$ cat src/inc/startup_pkg.sv
// Package for the start-up and reset sequencer: register map, field layout and timing.
// Assumes a single 10 MHz clock and a classic Wishbone slave with 32-bit data.
package startup_pkg;
    // Clock rate in kHz and the lock wait in input clock cycles.
    localparam int unsigned CLK_KHZ = 10000;
    localparam int unsigned LOCK_CYCLES = 4096;
    // Width of the lock counter, enough for the wait.
    localparam int LOCK_W = 13;
    // Register byte offsets.
    localparam logic [7:0] OFF_PWR_CTL = 8'h00;
    localparam logic [7:0] OFF_RUN_RST = 8'h04;
    localparam logic [7:0] OFF_STATUS = 8'h08;
    // Field positions in the power management control register.
    localparam int MULT_LSB = 0;
    localparam int MULT_W = 6;
    localparam int DIV_LSB = 8;
    localparam int DIV_W = 2;
    // Run-reset control bit.
    localparam int RUNRST_EN_BIT = 0;
    // Reset values of the multiplier and divider.
    localparam logic [5:0] MULT_RST = 6'h08;
    localparam logic [1:0] DIV_RST = 2'h0;
    // Ratio strap encodings.
    localparam logic [1:0] RATIO_8 = 2'h0;
    localparam logic [1:0] RATIO_32 = 2'h1;
    localparam logic [1:0] RATIO_16 = 2'h2;
    localparam logic [1:0] RATIO_RSVD = 2'h3;
    localparam logic [5:0] MULT_8 = 6'h08;
    localparam logic [5:0] MULT_16 = 6'h10;
    localparam logic [5:0] MULT_32 = 6'h20;

    // Sequencer states, Gray coded along the path.
    typedef enum logic [1:0] {
        ST_RESET = 2'b00,
        ST_LOCK = 2'b01,
        ST_RUN = 2'b11
    } seq_state_t;

    // Clock setting carried as one bundle.
    typedef struct packed {
        logic [1:0] div;
        logic [5:0] mult;
    } clk_cfg_t;

    // Wishbone request bundle.
    typedef struct packed {
        logic cyc;
        logic stb;
        logic we;
        logic [3:0] sel;
        logic [7:0] adr;
        logic [31:0] dat;
    } wb_req_t;
endpackage

$ cat src/lock_timer.sv
// Lock wait counter: counts input clock cycles after a start and flags expiry.
// Assumes start is a level from the same clock domain.
module lock_timer
    import startup_pkg::*;
#(
    parameter int unsigned CYCLES = LOCK_CYCLES
) (
    input wire logic clk,
    input wire logic rst_n,
    input wire logic start,
    output logic done
);
    // Refuse at elaboration a wait that the counter cannot hold.
    if (CYCLES < 1 || CYCLES >= (1 << LOCK_W)) begin : g_bad_cycles
        $error("lock_timer: CYCLES out of range");
    end

    // Cycles counted so far.
    logic [LOCK_W-1:0] cnt_r;

    // Count while started; hold at the end so done stays high.
    always_ff @(posedge clk) begin
        if (!rst_n || !start) begin
            cnt_r <= '0;
        end else if (cnt_r != LOCK_W'(CYCLES)) begin
            cnt_r <= cnt_r + LOCK_W'(1);
        end
    end

    // Done rises once the full count is reached.
    always_ff @(posedge clk) begin
        if (!rst_n || !start) begin
            done <= 1'b0;
        end else begin
            done <= (cnt_r == LOCK_W'(CYCLES - 1)) || done;
        end
    end
endmodule // lock_timer

$ cat src/startup_seq.sv
// Start-up sequencer: strap capture, lock wait, boot mode latch and reset pin mode.
// Assumes the board holds hw_rst_n low at power-up and drives the straps before release.
module startup_seq
    import startup_pkg::*;
#(
    parameter int unsigned LOCK_WAIT = LOCK_CYCLES
) (
    input wire logic clk,
    input wire logic rst_n,
    input wire logic hw_rst_n,
    input wire logic [1:0] ratio_sel,
    input wire logic [2:0] boot_sel,
    input wire logic rst_pin_in,
    input wire logic wb_cyc_i,
    input wire logic wb_stb_i,
    input wire logic wb_we_i,
    input wire logic [3:0] wb_sel_i,
    input wire logic [7:0] wb_adr_i,
    input wire logic [31:0] wb_dat_i,
    output logic [31:0] wb_dat_o,
    output logic wb_ack_o,
    output logic core_rst_n,
    output logic [5:0] pll_mult,
    output logic [1:0] pll_div,
    output logic [2:0] boot_mode,
    output logic ratio_bad,
    output logic rst_pin_out,
    output logic rst_pin_oe_n,
    output logic run_rst_req
);
    // Two-flop synchronisers for every pin input.
    // Bit 0 is the board reset, bits 2:1 the ratio straps, bits 5:3 the boot straps
    // and bit 6 the shared reset pin as seen from outside.
    logic [6:0] sync1_r;
    // Second stage; the only stage that any logic reads.
    logic [6:0] sync2_r;
    // Sequencer state.
    seq_state_t state_r;
    // Lock timer expiry; stays high until the sequencer returns to reset.
    logic lock_done;
    // Clock setting held by software.
    clk_cfg_t cfg_r;
    // Run-reset enable bit; when set the pin is floated and read as an input.
    logic runrst_en_r;
    // Bus request bundle, gathered so the decode below reads one name.
    wb_req_t req;
    // A new request this cycle; the ack term keeps one request to one beat.
    logic hit;

    // Strap decode; the reserved code falls back to the slowest ratio.
    // Falling back keeps the core clock low, the safe choice on a bad strap.
    function automatic logic [5:0] ratio_mult(input logic [1:0] code);
        case (code)
            // Eight to one.
            RATIO_8: ratio_mult = MULT_8;
            // Thirty-two to one.
            RATIO_32: ratio_mult = MULT_32;
            // Sixteen to one.
            RATIO_16: ratio_mult = MULT_16;
            // Reserved code; the status bit reports it.
            default: ratio_mult = MULT_8;
        endcase
    endfunction

    assign req = '{cyc: wb_cyc_i, stb: wb_stb_i, we: wb_we_i, sel: wb_sel_i,
                   adr: wb_adr_i, dat: wb_dat_i};
    assign hit = req.cyc && req.stb && !wb_ack_o;

    // Pins cross into the clock domain; the first stage feeds only the second.
    always_ff @(posedge clk) begin
        if (!rst_n) begin
            // Cleared stages read as a held board reset until the pin is seen high.
            sync1_r <= 7'h00;
            sync2_r <= 7'h00;
        end else begin
            // Both stages shift on every cycle.
            sync1_r <= {rst_pin_in, boot_sel, ratio_sel, hw_rst_n};
            sync2_r <= sync1_r;
        end
    end

    // The sequence starts only from the synchronised release of the reset pin.
    always_ff @(posedge clk) begin
        if (!rst_n || !sync2_r[0]) begin
            state_r <= ST_RESET;
        end else begin
            case (state_r)
                // Leave reset one cycle after the synchronised release.
                ST_RESET: state_r <= ST_LOCK;
                // Hold here until the timer has counted the full lock wait.
                ST_LOCK: state_r <= lock_done ? ST_RUN : ST_LOCK;
                // Stay running until the board pulls reset again.
                ST_RUN: state_r <= ST_RUN;
                // The unused code returns to reset rather than lock up.
                default: state_r <= ST_RESET;
            endcase
        end
    end

    // Counts the lock wait while the sequencer sits in the lock state.
    lock_timer #(
        .CYCLES(LOCK_WAIT)
    ) u_lock (
        .clk(clk),
        .rst_n(rst_n),
        .start(state_r != ST_RESET),
        .done(lock_done)
    );

    // The core stays in reset until the lock wait is over.
    always_ff @(posedge clk) begin
        if (!rst_n) begin
            // Reset holds the core whatever the sequencer says.
            core_rst_n <= 1'b0;
        end else begin
            // Release only in the run state, one cycle after the lock wait ends.
            core_rst_n <= (state_r == ST_RUN);
        end
    end

    // Boot mode is latched while reset is held, so the release freezes it.
    always_ff @(posedge clk) begin
        if (!rst_n) begin
            boot_mode <= 3'h0;
        end else if (state_r == ST_RESET) begin
            // Tracks the straps while reset is held; outside reset the mode is frozen.
            boot_mode <= sync2_r[5:3];
        end
    end

    // Straps load the clock setting during reset; software writes win later.
    always_ff @(posedge clk) begin
        if (!rst_n) begin
            cfg_r <= '{div: DIV_RST, mult: MULT_RST};
            ratio_bad <= 1'b0;
        end else if (state_r == ST_RESET) begin
            // Under reset the straps decide and any software setting is discarded.
            cfg_r.mult <= ratio_mult(sync2_r[2:1]);
            cfg_r.div <= DIV_RST;
            ratio_bad <= (sync2_r[2:1] == RATIO_RSVD);
        end else if (hit && req.we && req.adr == OFF_PWR_CTL) begin
            // Writes are accepted any time after reset, including the lock wait.
            // Lane 0 carries the multiplier.
            if (req.sel[0]) begin
                cfg_r.mult <= req.dat[MULT_LSB +: MULT_W];
            end
            // Lane 1 carries the divider.
            if (req.sel[1]) begin
                cfg_r.div <= req.dat[DIV_LSB +: DIV_W];
            end
        end
    end

    // Clock setting outputs are registered copies.
    always_ff @(posedge clk) begin
        if (!rst_n) begin
            // Reset values match those of the setting register itself.
            pll_mult <= MULT_RST;
            pll_div <= DIV_RST;
        end else begin
            // The extra register costs a cycle of latency but keeps the outputs glitch free.
            pll_mult <= cfg_r.mult;
            pll_div <= cfg_r.div;
        end
    end

    // Run-reset enable; a hardware reset returns the pin to output.
    always_ff @(posedge clk) begin
        if (!rst_n || state_r == ST_RESET) begin
            // Any board reset hands the pin back to the reset output function.
            runrst_en_r <= 1'b0;
        end else if (hit && req.we && req.adr == OFF_RUN_RST && req.sel[0]) begin
            // Only the lowest bit matters; the rest of the word is ignored.
            runrst_en_r <= req.dat[RUNRST_EN_BIT];
        end
    end

    // Pin drive: output enable is low while driving the reset-out level.
    always_ff @(posedge clk) begin
        if (!rst_n) begin
            // Driven low in reset so the board sees reset asserted at once.
            rst_pin_out <= 1'b0;
            rst_pin_oe_n <= 1'b0;
            run_rst_req <= 1'b0;
        end else begin
            // The pin copies the core reset; the input path is read only when floated.
            rst_pin_out <= core_rst_n;
            rst_pin_oe_n <= runrst_en_r;
            run_rst_req <= runrst_en_r && !sync2_r[6];
        end
    end

    // Wishbone slave: one-cycle ack, unmapped reads return zero.
    always_ff @(posedge clk) begin
        if (!rst_n) begin
            wb_ack_o <= 1'b0;
            wb_dat_o <= 32'h0000_0000;
        end else begin
            // Ack follows a new request by one cycle and lasts one cycle.
            wb_ack_o <= hit;
            // Data is zero outside the ack cycle, so no stale word lingers on the bus.
            wb_dat_o <= 32'h0000_0000;
            // Status is read only; a write to it simply falls through the decode.
            if (hit && !req.we) begin
                case (req.adr)
                    OFF_PWR_CTL: wb_dat_o <= {22'h0, cfg_r.div, 2'h0, cfg_r.mult};
                    OFF_RUN_RST: wb_dat_o <= {31'h0, runrst_en_r};
                    OFF_STATUS: wb_dat_o <= {24'h0, ratio_bad, boot_mode,
                                             lock_done, core_rst_n, state_r};
                    default: wb_dat_o <= 32'h0000_0000;
                endcase
            end
        end
    end
endmodule // startup_seq

$ cat config.mk
export PLATFORM = sky130hd
export DESIGN_NAME = startup_seq
export DESIGN_NICKNAME = d
export VERILOG_FILES = /design/src/inc/startup_pkg.sv /design/src/lock_timer.sv /design/src/startup_seq.sv
export SDC_FILE = /design/constraint.sdc
export NUM_CORES = 1
export LEC_CHECK = 0
export BUFFER_PORTS_ARGS = -buffer_cell sky130_fd_sc_hd__buf_2
export CORE_UTILIZATION = 41
export DETAILED_ROUTE_END_ITERATION = 10
export PLACE_DENSITY = 0.68
export SLEW_MARGIN = 0
export SYNTH_ARGS = -nofsm -noshare
export SYNTH_HDL_FRONTEND = slang
export SYNTH_SLANG_ARGS = --single-unit
$ cat constraint.sdc
create_clock -name clk -period 5.1 [get_ports clk]
set_input_delay 0 -clock clk [delete_from_list [all_inputs] [get_ports clk]]
set_output_delay 0 -clock clk [all_outputs]
set_load 0.01 [all_outputs]
# Word-level counts from Yosys, hierarchy flattened
# Index checks and enable logic that the tools add are counted.
word_totals:
  reg_bits: 88
  latch_bits: 0
  ram_bits: 0
  rom_bits: 0
  n_memories: 0
classes:
  addsub: 1
  mul: 0
  div: 0
  magnitude_cmp: 0
  eq_ne: 9
  shifts: 0
  muxes: 7
  bitwise_logic: 1
  reduce_logical: 27
ops:
  columns: ["cell", "count"]
  rows:
  - ["one-hot mux 10 bit (3 select lines)", 1]
  - ["2-to-1 mux 6 bit", 3]
  - ["adder 13 x 1 -> 13 bit (second input constant)", 1]
  - ["== test 13 x 12 -> 1 bit (second input constant)", 1]
  - ["!= test 13 bit (second input constant)", 1]
  - ["one-hot mux 6 bit (2 select lines)", 1]
  - ["== test 8 x 3 -> 1 bit (second input constant)", 1]
  - ["== test 8 x 4 -> 1 bit (second input constant)", 1]
  - ["logical AND 1 bit", 8]
  - ["logical NOT 8 bit", 1]
  - ["== test 2 bit (second input constant)", 3]
  - ["logical NOT 1 bit", 6]
  - ["one-hot mux 2 bit (3 select lines)", 1]
  - ["AND reduction 2 bit", 3]
  - ["nonzero test 2 bit", 3]
  - ["== test 2 x 1 -> 1 bit (second input constant)", 2]
  - ["logical OR 1 bit", 4]
  - ["logical NOT 2 bit", 1]
  - ["2-to-1 mux 2 bit", 1]
  - ["OR reduction 2 bit", 1]
  - ["inverter 1 bit", 1]

# Longest topological paths before layout
depth:
  word_depth: 6
  depth_mapped: 6
  depth_no_buf: 6

# Modules after synthesis
# Synthesis repeated with hierarchy kept, for this count alone.
hier_totals:
  hier_cells: 270
  hier_area_um2: 2658.8
by_module_without_submodules:
  columns: ["mod", "instances", "cells_per_inst", "area_each_um2", "seq_area_each_um2"]
  rows:
  - ["startup_seq", 1, 193, 1978.1, 1041.0]
  - ["lock_timer", 1, 77, 680.7, 280.3]

# Worst setup path after synthesis
# Ideal clock, no wire load.
synth_path:
  path_kind: "register to register"
  startpoint: "register state_r[1]"
  endpoint: "register cfg_r[7] (netlist name)"
  setup_time_ns: 0.128
  t_arrival_ns: 1.473
  slack_ns: 3.500
  path_stages_with_launch: 7
  path_buffers: 3
  synth_period_minus_slack_ns: 1.600
  path_cell_list: "dfxtp_1 > or2_2 > clkbuf_1 > nand2_1 > buf_2 > clkbuf_1 > nor2_1"
synth_between:
  elab_chain_cells: 2
synth_lines:
  columns: ["item", "line_no", "text"]
  rows:
  - ["from (decl)", "startup_seq.sv:38", "seq_state_t state_r;"]
  - ["from (signal assigned)", "startup_seq.sv:91", "ST_LOCK: state_r <= lock_done ? ST_RUN : ST_LOCK;"]
  - ["logical NOT 2 bit", "startup_seq.sv:136", "end else if (state_r == ST_RESET) begin"]
  - ["OR reduction 2 bit (no source line)", null, null]
  - ["to (signal assigned)", "startup_seq.sv:134", "cfg_r <= '{div: DIV_RST, mult: MULT_RST};"]
  - ["to (decl)", "startup_seq.sv:42", "clk_cfg_t cfg_r;"]
# Every way passes these cells.
# A chain may end at the register's enable or synchronous reset.

# Worst setup path in the final report
layout_path:
  startpoint: "register wb_ack_o"
  endpoint: "register runrst_en_r"
layout_between:
  elab_chain_cells: 5
layout_lines:
  columns: ["item", "line_no", "text"]
  rows:
  - ["from (decl)", "startup_seq.sv:21", "output logic wb_ack_o,"]
  - ["from (signal assigned)", "startup_seq.sv:200", "wb_ack_o <= hit;"]
  - ["logical NOT 1 bit", "startup_seq.sv:67", "assign hit = req.cyc && req.stb && !wb_ack_o;"]
  - ["logical AND 1 bit", "startup_seq.sv:67", null]
  - ["logical AND 1 bit (3 in series)", "startup_seq.sv:172", "end else if (hit && req.we && req.adr == OFF_RUN_RST && req.sel[0]) begin"]
  - ["to (signal assigned)", "startup_seq.sv:174", "runrst_en_r <= req.dat[RUNRST_EN_BIT];"]
  - ["to (decl)", "startup_seq.sv:44", "logic runrst_en_r;"]
# Every way passes these cells.

==> metrics.cfg <==
[yosys]
synthTopCellsByArea = dfxtp_1 (52%), buf_4 (6.4%), and2_1 (5.9%)
ys_types = 37
netlist_area_um2 = 2560
ys_seq_elements = 66
ys.flop_type = dfxtp_1
synth_top_cell_by_area = dfxtp_1
async_flop_share = 0
netlist_instances = 263
synth-edff-count = 0
synth_top_area_frac = 0.516
seq_area_frac_synth = 0.516
syn_area_per_cell_um2 = 9.74
yosysWarnings = 0

[finish]
final_nets = 399
n_fill_cell = 545
antenna_cells = 0
final_cell_mix = dfxtp_1 (66), buf_2 (56), nor2_1 (28)
final_common_cell = dfxtp_1
area_delta_synth_final_pct = 24.6
fin_util = 0.533
drive_gt1_frac = 0.233
regArea_um2 = 1320
multiInputGateArea_um2 = 1090
fin_cells = 418

[place]
dp_hpwl_um = 3230
gp_congestion = 0.769
io_buffers = 56
dp.cells = 385

[detailed_routing]
via_per_inst = 4.60
routed-via-count = 1922
wire_per_inst_um = 11.6
drc = 0
postRouteAntennaNets = 0
drt_pass1_iterations = 4
routed_wirelength_um = 4850
drt_iter0_drc = 99

[power_and_ir_drop]
ir_worst_vdd_mv = 0.224
leakage_nw = 1.39
total_power_w = 0.00102
p_per_area_nw_per_um2 = 320

[timing]
drv_slew = 0
rsz0062_at_grt = no
worst_pin_slew_ns = 0.788
setup_viol = 0
clock-skew-final_ns = 0.00760
fin_hold_ws_ns = 0.0482
period_share = 0.380
hold_violations = 0
tns_ns = 0
relSlewSlack = 0.473
final.min_clock_period_ns = 1.94
clock.fmax_mhz = 516

[clocking]
clkSinkCount = 66
htreeDepth = 3
numCtsBuffers = 9
cts.clk_slew.worst_paths_ns = 0.07
clock_path_buffers = 2
cts_setup_buffers = 0
cts_tree = done
cts_resized = 0
root_buffer = clkbuf_8
clock_latency_ns = 0.34

[worst_setup_path]
critPathLaunchType = flop
required_ns = 5.33
critical_path_class = reg -> reg
critPathMaxFanout = 5
worstSetupEndpointType = flop
arrival_ns = 2.16

[global_routing]
first_global_vias = 1699
grt_usage = 0.163
grt.overflow.total = 0
grt_start_max_net_pins = 32
grt_pass1_wl_um = 7880
antenna_found_initial = 0

[floorplan]
die_h_um = 81.1
initial_core_util = 0.428
coreArea_um2 = 5990
design.portCount = 105
die_w_um = 81.1
core.rowCount = 28
die_area_um2 = 6570

[flow_run]
max_cap_viol_count = 0

[outcome]
outcome = completed

[hold_path]
worstHoldPathType = in -> reg

[cell usage after synthesis, drive strengths merged (2+ instances only)]
cell type / count
nor3: 9
o21ai: 3
nor3b: 3
or2: 2
inv: 8
mux2i: 13
nand3: 5
xnor2: 5
nand2: 14
xor2: 5
dfxtp: 66
a211oi: 3
and3: 5
nor2: 31
nand4: 6
a21oi: 8
nor4: 4
and2: 24
ha: 5
nor2b: 2
buf: 24
clkbuf: 6
or4bb: 2
[per-stage QoR]
stage                     worst slack, ns  instance area (um^2)
final                                3.16                  3190
after detailed placement             3.22                  2820
after CTS                            3.21                  3190
after floorplan                      3.50                  2640
after global placement               3.26                  2820
after global routing                 3.06                  3190
[power breakdown]
part	internal [W]	total, W	switching [W]	leakage (nW)
registers	0.000523	0.000527	0.00000329	0.536
logic	0.0000253	0.0000535	0.0000282	0.745
clock network	0.000250	0.000441	0.000192	0.105
[path summary, 6_finish.rpt]
kind | slack, ns | startpoint | endpoint | depth (start not counted)
max reg2reg | 3.16 | wb_ack_o | runrst_en_r | 5
min reg2reg | 0.41 | sync2_r[6] | run_rst_req | 1
min | 0.05 | wb_adr_i[2] | wb_dat_o[9] | 4
max | 3.16 | wb_ack_o | runrst_en_r | 5
[area by class of cell]
class / count / share of cell area
well taps: 75 / 0.0294
inverters: 8 / 0.00940
flip-flops and latches: 66 / 0.414
repair buffers: 73 / 0.141
clock inverters: 5 / 0.0165
multi-input cells: 180 / 0.342
clock buffers: 11 / 0.0474
[worst max-delay path, cell delays in order (launching register included)]
cell and delay, ns:
dfxtp_1 0.30, nand3b_1 0.27, nor3_1 0.37, nand4_1 0.18, mux2i_1 0.15, dlygate4sd3_1 0.55
[timing repair]
item	in CTS	in global routing
hold buffers	17	0
endpoints found under the hold margin	17	0
endpoints found under the setup margin	0	0
[flip-flops by register name, summed over array words and instances, names as in the netlist]
name / count
pll_div: 2
rst_pin_oe_n: 1
pll_mult: 6
u_lock.cnt_r: 13
runrst_en_r: 1
core_rst_n: 1
u_lock.done: 1
sync1_r: 7
ratio_bad: 1
run_rst_req: 1
cfg_r: 8
state_r: 2
sync2_r: 7
rst_pin_out: 1
boot_mode: 3
wb_dat_o: 10
wb_ack_o: 1
[logic make-up (layout without fill, tap and decap cells)]
logic type	count (synthesis)	in the layout	synth area share
flip-flops	66	66	0.516
adder cells (fa/ha/maj)	5	5	0.0244
AO/OA/AOI/OAI	15	15	0.0337
multiplexers	13	13	0.0508
other	1	22	0.00146
buffers and inverters	38	97	0.0884
AND/OR/NAND/NOR	115	115	0.251
XOR/XNOR	10	10	0.0342
[per-layer routing]
layer | vias to the layer above | part of all wire | global-route usage
met2 | 64 | 0.46 | 0.240
met1 | 871 | 0.48 | 0.209
met5 | - | 0 | 0
met3 | 4 | 0.056 | 0.0517
met4 | 0 | 0.011 | 0.0911
li1 | 983 | - | -
Note: power is estimated with default switching activity, not from simulation.
